[src/logic/ptm_defs.vh]
// Register map, field positions and constants of the prescaled 8-bit timer
`ifndef PTM_DEFS_VH
`define PTM_DEFS_VH

// ----------------------------------------
// Register offsets
// ----------------------------------------
`define PTM_ADDR_W 4
`define PTM_DATA_W 8
`define PTM_OFS_COUNT 4'h0
`define PTM_OFS_OPTION 4'h1
`define PTM_OFS_INTCTL 4'h2
`define PTM_OFS_EVT_STAT 4'h3
`define PTM_OFS_EVT_MASK 4'h4
`define PTM_OFS_WDT_CFG 4'h5

// ----------------------------------------
// Option register fields
// ----------------------------------------
`define PTM_OPT_PS_LSB 0
`define PTM_OPT_PS_MSB 2
`define PTM_OPT_BYPASS 3
`define PTM_OPT_EDGE 4
`define PTM_OPT_EXT_MODE 5
`define PTM_OPT_RESET 8'hFF

// ----------------------------------------
// Interrupt control fields
// ----------------------------------------
`define PTM_IC_GLOBAL_EN 7
`define PTM_IC_PERIPH_EN 6
`define PTM_IC_OVF_EN 5
`define PTM_IC_OVF_FLAG 2

// ----------------------------------------
// Event status and mask fields
// ----------------------------------------
`define PTM_EVT_W 2
`define PTM_EVT_OVF 0
`define PTM_EVT_WDT 1

// ----------------------------------------
// Values
// ----------------------------------------
`define PTM_COUNT_MAX 8'hFF
`define PTM_ZERO8 8'h00
`define PTM_ZERO_EVT 2'h0
`define PTM_WDT_RESET 3'h7

`endif

[src/logic/ptm_timer.v]
// Prescaled 8-bit timer/counter with register port and interrupt
//
// Function
// Prescaler sits in count path only while bypass bit is clear; timer-only use.
// Eight prescale ratios, 1:2 to 1:256, picked by three-bit select.
// Bypass bit set gives an undivided 1:1 count rate.
// Prescaler count is never readable nor directly writable.
// Any write to the count register clears the prescaler.
// Rollover from FFh to 00h raises the overflow event.
// Overflow flag sets on every rollover, enable bit regardless.
// Hardware never clears overflow flag; software must clear it.
// Overflow flag requests interrupt only while its enable bit is set.
// Watchdog has its own separate prescaler.
// External edges synchronised by sampling prescaler output on Q2 and Q4.
// During sleep counting stops and count register holds.
// Timer overflow cannot wake from sleep; timer is frozen.
// Timer mode counts each instruction cycle, or each prescaler pulse.
// After a count write, counting resumes upward from written value.
//
// Design decisions made here: the address map and the strobed register port.
`timescale 1ns/10ps
`include "ptm_defs.vh"
module ptm_timer (
   ref_clk,
   reset,
   reg_addr,
   reg_wdata,
   reg_wr,
   reg_rd,
   reg_rdata,
   ext_count_input,
   sleep_mode,
   irq,
   watchdog_tick
);
   input wire ref_clk;
   input wire reset;
   input wire [`PTM_ADDR_W-1:0] reg_addr;
   input wire [`PTM_DATA_W-1:0] reg_wdata;
   input wire reg_wr;
   input wire reg_rd;
   output reg [`PTM_DATA_W-1:0] reg_rdata;
   input wire ext_count_input;
   input wire sleep_mode;
   output reg irq;
   output reg watchdog_tick;

   // ----------------------------------------
   // Instruction clock quarter phases
   // ----------------------------------------
   localparam [3:0] PH_Q1 = 4'b0001;
   localparam [3:0] PH_Q2 = 4'b0010;
   localparam [3:0] PH_Q3 = 4'b0100;
   localparam [3:0] PH_Q4 = 4'b1000;

   reg [3:0] phase_q;
   reg [3:0] phase_d;

   always @* begin
      case (phase_q)
         PH_Q1: phase_d = PH_Q2;
         PH_Q2: phase_d = PH_Q3;
         PH_Q3: phase_d = PH_Q4;
         PH_Q4: phase_d = PH_Q1;
         default: phase_d = PH_Q1;
      endcase
   end

   always @(posedge ref_clk) begin
      if (reset) begin
         phase_q <= PH_Q1;
      end else begin
         phase_q <= phase_d;
      end
   end

   wire second_quarter_phase;
   wire fourth_quarter_phase;
   assign second_quarter_phase = (phase_q == PH_Q2);
   assign fourth_quarter_phase = (phase_q == PH_Q4);

   // ----------------------------------------
   // Registers
   // ----------------------------------------
   reg [7:0] count_value_q;
   reg [7:0] option_q;
   reg global_irq_enable_q;
   reg peripheral_irq_enable_q;
   reg overflow_irq_enable_q;
   reg overflow_flag_q;
   reg [`PTM_EVT_W-1:0] evt_stat_q;
   reg [`PTM_EVT_W-1:0] evt_mask_q;
   reg [2:0] wdt_select_q;

   wire wr_count;
   wire wr_option;
   wire wr_intctl;
   wire wr_mask;
   wire wr_wdt;
   wire rd_stat;
   assign wr_count = reg_wr && (reg_addr == `PTM_OFS_COUNT);
   assign wr_option = reg_wr && (reg_addr == `PTM_OFS_OPTION);
   assign wr_intctl = reg_wr && (reg_addr == `PTM_OFS_INTCTL);
   assign wr_mask = reg_wr && (reg_addr == `PTM_OFS_EVT_MASK);
   assign wr_wdt = reg_wr && (reg_addr == `PTM_OFS_WDT_CFG);
   assign rd_stat = reg_rd && (reg_addr == `PTM_OFS_EVT_STAT);

   wire prescaler_bypass;
   wire [2:0] prescale_select;
   wire edge_falling;
   wire ext_mode;
   assign prescaler_bypass = option_q[`PTM_OPT_BYPASS];
   assign prescale_select = option_q[`PTM_OPT_PS_MSB:`PTM_OPT_PS_LSB];
   assign edge_falling = option_q[`PTM_OPT_EDGE];
   assign ext_mode = option_q[`PTM_OPT_EXT_MODE];

   // ----------------------------------------
   // External count edge detection
   // ----------------------------------------
   reg ext_prev_q;
   wire ext_level;
   wire ext_rise;
   assign ext_level = ext_count_input ^ edge_falling;
   assign ext_rise = ext_level & ~ext_prev_q;

   // Reset to the idle level under the reset option (falling edge, pin low),
   // so release of reset is not taken for an edge
   always @(posedge ref_clk) begin
      if (reset) begin
         ext_prev_q <= 1'b1;
      end else begin
         ext_prev_q <= ext_level;
      end
   end

   // ----------------------------------------
   // Timer prescaler
   // ----------------------------------------
   wire pre_step;
   wire pre_level;
   wire pre_tick;
   // Dedicated to this timer; bypass simply routes around it
   assign pre_step = ~prescaler_bypass & (ext_mode ? ext_rise : fourth_quarter_phase);

   ptm_prescaler u_timer_pre (
      .ref_clk(ref_clk),
      .reset(reset),
      .clear(wr_count),
      .hold(sleep_mode),
      .step(pre_step),
      .sel(prescale_select),
      .level(pre_level),
      .tick(pre_tick)
   );

   // ----------------------------------------
   // Quarter phase synchroniser for counter mode
   // ----------------------------------------
   reg samp_q2_q;
   reg samp_q4_q;
   wire src_level;
   // Bypassed counter mode samples the pin level itself
   assign src_level = prescaler_bypass ? ext_level : pre_level;

   always @(posedge ref_clk) begin
      if (reset) begin
         samp_q2_q <= 1'b1;
         samp_q4_q <= 1'b1;
      end else if (!sleep_mode) begin
         if (second_quarter_phase) begin
            samp_q2_q <= src_level;
         end
         if (fourth_quarter_phase) begin
            samp_q4_q <= samp_q2_q;
         end
      end
   end

   // ----------------------------------------
   // Count increment
   // ----------------------------------------
   wire inc_ext;
   wire inc_tmr;
   wire inc;
   wire rollover;
   // Edge counted only at Q4, so pulses shorter than an instruction cycle may be lost
   assign inc_ext = fourth_quarter_phase & samp_q2_q & ~samp_q4_q;
   assign inc_tmr = fourth_quarter_phase & (prescaler_bypass | pre_tick);
   // Frozen timer cannot produce an overflow to wake from sleep
   assign inc = ~sleep_mode & (ext_mode ? inc_ext : inc_tmr);
   assign rollover = inc & ~wr_count & (count_value_q == `PTM_COUNT_MAX);

   always @(posedge ref_clk) begin
      if (reset) begin
         count_value_q <= `PTM_ZERO8;
      end else if (wr_count) begin
         count_value_q <= reg_wdata;
      end else if (inc) begin
         count_value_q <= count_value_q + 8'h01;
      end
   end

   // ----------------------------------------
   // Control and interrupt registers
   // ----------------------------------------
   always @(posedge ref_clk) begin
      if (reset) begin
         option_q <= `PTM_OPT_RESET;
         global_irq_enable_q <= 1'b0;
         peripheral_irq_enable_q <= 1'b0;
         overflow_irq_enable_q <= 1'b0;
         overflow_flag_q <= 1'b0;
         evt_mask_q <= `PTM_ZERO_EVT;
         wdt_select_q <= `PTM_WDT_RESET;
      end else begin
         if (wr_option) begin
            option_q <= reg_wdata;
         end
         if (wr_mask) begin
            evt_mask_q <= reg_wdata[`PTM_EVT_W-1:0];
         end
         if (wr_wdt) begin
            wdt_select_q <= reg_wdata[2:0];
         end
         if (wr_intctl) begin
            global_irq_enable_q <= reg_wdata[`PTM_IC_GLOBAL_EN];
            peripheral_irq_enable_q <= reg_wdata[`PTM_IC_PERIPH_EN];
            overflow_irq_enable_q <= reg_wdata[`PTM_IC_OVF_EN];
         end
         // Set beats a software clear in the same cycle
         if (rollover) begin
            overflow_flag_q <= 1'b1;
         end else if (wr_intctl) begin
            overflow_flag_q <= reg_wdata[`PTM_IC_OVF_FLAG];
         end
      end
   end

   // ----------------------------------------
   // Watchdog prescaler, separate from the timer
   // ----------------------------------------
   wire wdt_tick;

   ptm_prescaler u_wdt_pre (
      .ref_clk(ref_clk),
      .reset(reset),
      .clear(wr_wdt),
      .hold(1'b0),
      .step(fourth_quarter_phase),
      .sel(wdt_select_q),
      .level(),
      .tick(wdt_tick)
   );

   // ----------------------------------------
   // Event status, read clears
   // ----------------------------------------
   wire [`PTM_EVT_W-1:0] evt_set;
   assign evt_set = {wdt_tick, rollover};

   always @(posedge ref_clk) begin
      if (reset) begin
         evt_stat_q <= `PTM_ZERO_EVT;
      end else if (rd_stat) begin
         evt_stat_q <= evt_set;
      end else begin
         evt_stat_q <= evt_stat_q | evt_set;
      end
   end

   // ----------------------------------------
   // Read port and outputs
   // ----------------------------------------
   reg [7:0] rdata_d;
   wire [7:0] intctl_view;
   assign intctl_view = {global_irq_enable_q, peripheral_irq_enable_q, overflow_irq_enable_q,
                         2'b00, overflow_flag_q, 2'b00};

   // Prescaler count is deliberately absent from the map
   always @* begin
      rdata_d = `PTM_ZERO8;
      case (reg_addr)
         `PTM_OFS_COUNT: rdata_d = count_value_q;
         `PTM_OFS_OPTION: rdata_d = option_q;
         `PTM_OFS_INTCTL: rdata_d = intctl_view;
         `PTM_OFS_EVT_STAT: rdata_d = {6'h00, evt_stat_q};
         `PTM_OFS_EVT_MASK: rdata_d = {6'h00, evt_mask_q};
         `PTM_OFS_WDT_CFG: rdata_d = {5'h00, wdt_select_q};
         default: rdata_d = `PTM_ZERO8;
      endcase
   end

   always @(posedge ref_clk) begin
      if (reset) begin
         reg_rdata <= `PTM_ZERO8;
         irq <= 1'b0;
         watchdog_tick <= 1'b0;
      end else begin
         reg_rdata <= reg_rd ? rdata_d : `PTM_ZERO8;
         irq <= (|(evt_stat_q & evt_mask_q))
                | (overflow_flag_q & overflow_irq_enable_q & global_irq_enable_q);
         watchdog_tick <= wdt_tick;
      end
   end
endmodule // ptm_timer

[src/logic/ptm_prescaler.v]
// Power-of-two prescaler, divide by 2 up to 256
`timescale 1ns/10ps
module ptm_prescaler (
   ref_clk,
   reset,
   clear,
   hold,
   step,
   sel,
   level,
   tick
);
   input wire ref_clk;
   input wire reset;
   input wire clear;
   input wire hold;
   input wire step;
   input wire [2:0] sel;
   output wire level;
   output wire tick;

   reg [7:0] cnt_q;
   wire [7:0] low_mask;

   // Low sel+1 bits take part in the division
   assign low_mask = ~(8'hFE << sel);
   assign level = cnt_q[sel];
   assign tick = step & ~hold & ~clear & ((cnt_q & low_mask) == low_mask);

   always @(posedge ref_clk) begin
      if (reset || clear) begin
         cnt_q <= `PTM_ZERO8;
      end else if (step && !hold) begin
         cnt_q <= cnt_q + 8'h01;
      end
   end
endmodule // ptm_prescaler

[config.mk]
export PLATFORM = sky130hd
export DESIGN_NAME = ptm_timer
export DESIGN_NICKNAME = d
export VERILOG_FILES = /design/src/logic/ptm_timer.v /design/src/logic/ptm_prescaler.v
export VERILOG_INCLUDE_DIRS = /design/src /design/src/logic
export SDC_FILE = /design/constraint.sdc
export NUM_CORES = 1
export LEC_CHECK = 0
export BUFFER_PORTS_ARGS = -buffer_cell sky130_fd_sc_hd__buf_2
export CORE_ASPECT_RATIO = 1.75
export CORE_UTILIZATION = 30
export DETAILED_ROUTE_END_ITERATION = 12
export PLACE_DENSITY_LB_ADDON = 0.1
export SYNTH_ARGS = -nofsm -noshare
export SYNTH_HDL_FRONTEND = slang
export SYNTH_SLANG_ARGS = --single-unit
[constraint.sdc]
create_clock -name ref_clk -period 5.1 [get_ports ref_clk]
set_clock_uncertainty 0.2 [all_clocks]
set_input_delay 1.53 -clock ref_clk [delete_from_list [all_inputs] [get_ports ref_clk]]
set_output_delay 1.53 -clock ref_clk [all_outputs]
set_load 0.02 [all_outputs]
==> impl_metrics.tcl <==
set metrics [dict create \
    status "completed" \
    leakage_nw 1.37 \
    final-max-slew-violation-count 0 \
    clk_pin_slew_ps 60 \
    synth-seq-area-share_pct 41.1 \
    hold_buffers 0 \
    synth_simple_gate_area_share_pct 24.7 \
    yosys_warnings 0 \
    synth_top_family_by_area "simple AND/OR/NAND/NOR gates" \
    start_util_pct 30.9 \
    num_vias 2636 \
    antenna_found_initial 0 \
    min_path_type "flop to flop" \
    cts-root-buf "clkbuf_16" \
    drive_gt1_share_pct 15.6 \
    worst_pin_slew_ps 774 \
    cts_resized 0 \
    min_period_over_period_pct 73.0 \
    routed_wl_um 8150 \
    synthFlopType "dfxtp_1" \
    required_ps 5150 \
    crit_start "sleep_mode" \
    placed_area_sq_um 3180 \
    ys_seq_elements 60 \
    p_per_area_nw_per_um2 343 \
    finalNetCount 393 \
    synth_edf_count 0 \
    stdcell_area_sq_um 3490 \
    cp_data_arrival_time_ps 3770 \
    critPathLaunchType "input port" \
    die_area_sq_um 10200 \
    synth_area_per_cell_sq_um 8.47 \
    core_area_sq_um 9470 \
    crit_type "input port to flop" \
    fill_cells 1002 \
    final_cell_mix "dfxtp_1 (60), nand2_1 (44), nor2_1 (42)" \
    finalSetupViolCount 0 \
    area_growth_pct 19.6 \
    clockBufferDepth 2 \
    timing.rr.start "phase_q[3]$_SDFF_PP0_" \
    postCtsSetupBuffers 0 \
    synth_cell_types 49 \
    muxShareOfSynthArea_pct 9.59 \
    dr.pass1.iters 4 \
    die-width_um 76.6 \
    grt_first_pass_wirelength_um 13000 \
    syn-cell-area_sq_um 2920 \
    cts_buffers 9 \
    synth_top_cell_by_area "dfxtp_1" \
    portBuffers 27 \
    post-route-min-period_ps 3720 \
    clk_latency_ps 330 \
    synth_fa_ha_area_share_pct 1.28 \
    worstHoldStart "option_q[7]$_SDFFE_PP1P_" \
    ios 28 \
    peakVddDrop_v 0.000178 \
    cts_sinks 60 \
    rsz0062_at_grt "false" \
    grt_pass1_vias 2555 \
    drv_cap 0 \
    grt_start_max_net_pins 23 \
    drtAntennaViolNets 0 \
    synthArstFlopShare_pct 0 \
    final_common_cell "dfxtp_1" \
    grt.total_usage_pct 16.9 \
    overflow 0 \
    slew_headroom_pct 48.0 \
    fmax_ghz 0.269 \
    syn_nets 366 \
    wl_per_cell_um 16.3 \
    die_y_um 133 \
    synthXorXnorAreaFrac_pct 4.20 \
    place_hpwl_um 5970 \
    synthCells 345 \
    hold_viol_final 0 \
    cts_tree "yes" \
    cp_max_fo 16 \
    gp_congestion 0.791 \
    drc 0 \
    synth_area_leaders "dfxtp_1 (41%), mux2i_1 (6.5%), nand2_1 (5.7%)" \
    rows 47 \
    drt-vias-per-instance 5.28 \
    drt_iter0_markers 122 \
    cp-end-kind "flop" \
    cts.htree.levels 3 \
    netlist.area_leader.share_pct 41.1 \
    synth_compound_area_share_pct 16.1 \
    diodes 0 \
    finalSetupTns_ps 0 \
]
## per-stage QoR
step                      util, %  total power, mW  worst slack, ps  hold slack (ps)  instances
final                        36.9             1.20             1380              279        499
after global routing         36.9             1.24             1270              301        499
after CTS                    36.9             1.21             1370              279        499
after detailed placement     33.6            0.569             1040              263        483
after global placement       33.6            0.568             1080              256        483
after floorplan                 -            0.541             1470              240        345
## layer usage
layer	global-route usage, %	share of wire (%)	vias to the layer above
li1	-	-	1305
met4	9.72	2.7	0
met3	2.83	2.4	13
met1	17.6	40	1276
met2	31.2	55	42
met5	0	0	-
## critical path, stage by stage
cell,delay (ps)
buf_2,130
or4b_1,560
o22ai_4,240
o21ai_2,80
a211o_1,470
or4_1,560
a41oi_2,190
## worst paths after layout
| check | endpoint | slack, ps | cells past startpoint |
|---|---|---|---|
| worst max-delay path | count_value_q[3]$_SDFFE_PP0P_ | 1380 | 7 |
| worst min-delay path | option_q[7]$_SDFFE_PP1P_ | 280 | 2 |
| worst max register to register | count_value_q[3]$_SDFFE_PP0P_ | 2140 | 6 |
| worst min register to register | option_q[7]$_SDFFE_PP1P_ | 280 | 2 |
## sequential cells by signal, indices dropped and copies added (netlist names), 2 cells and up
signal and cells:
reg_rdata 8, evt_mask_q 2, u_wdt_pre.cnt_q 8, wdt_select_q 3
phase_q 4, count_value_q 8, evt_stat_q 2, u_timer_pre.cnt_q 8
option_q 8
## cell families (layout without fill, tap and decap cells)
logic type | Yosys count | after routing
xor gates and xnor gates | 14 | 14
and+or+nand+nor | 153 | 153
buffers and inverters | 22 | 54
adders and majority gates | 3 | 3
AOI/OAI and AO/OA | 68 | 68
muxes | 25 | 25
DFF | 60 | 60
## power breakdown
part | leakage (nW) | switching (mW) | internal, mW
Sequential | 0.486 | 0.0135 | 0.480
Combinational | 0.731 | 0.0393 | 0.0252
Clock | 0.155 | 0.217 | 0.425
Total | 1.37 | 0.270 | 0.930
## final cells by class
class / instances / area [sq um] / share of cell area, %
multi-input combinational: 263 / 1630 / 46.7
sequential: 60 / 1200 / 34.4
timing repair buffer: 31 / 165 / 4.73
clock buffer: 9 / 225 / 6.44
tap: 122 / 153 / 4.37
clock inverter: 7 / 91.3 / 2.61
inverter: 7 / 26.3 / 0.752
## synthesized netlist by cell type (7+ instances only)
cell,n
dfxtp_1,60
nand2_1,44
nor2_1,42
nand3_1,21
mux2i_1,19
a21oi_1,17
o21ai_0,16
xor2_1,9
clkbuf_1,8
nor4_1,8
nand4_1,7
nor3_1,7
(Power assumes the default switching activity.)
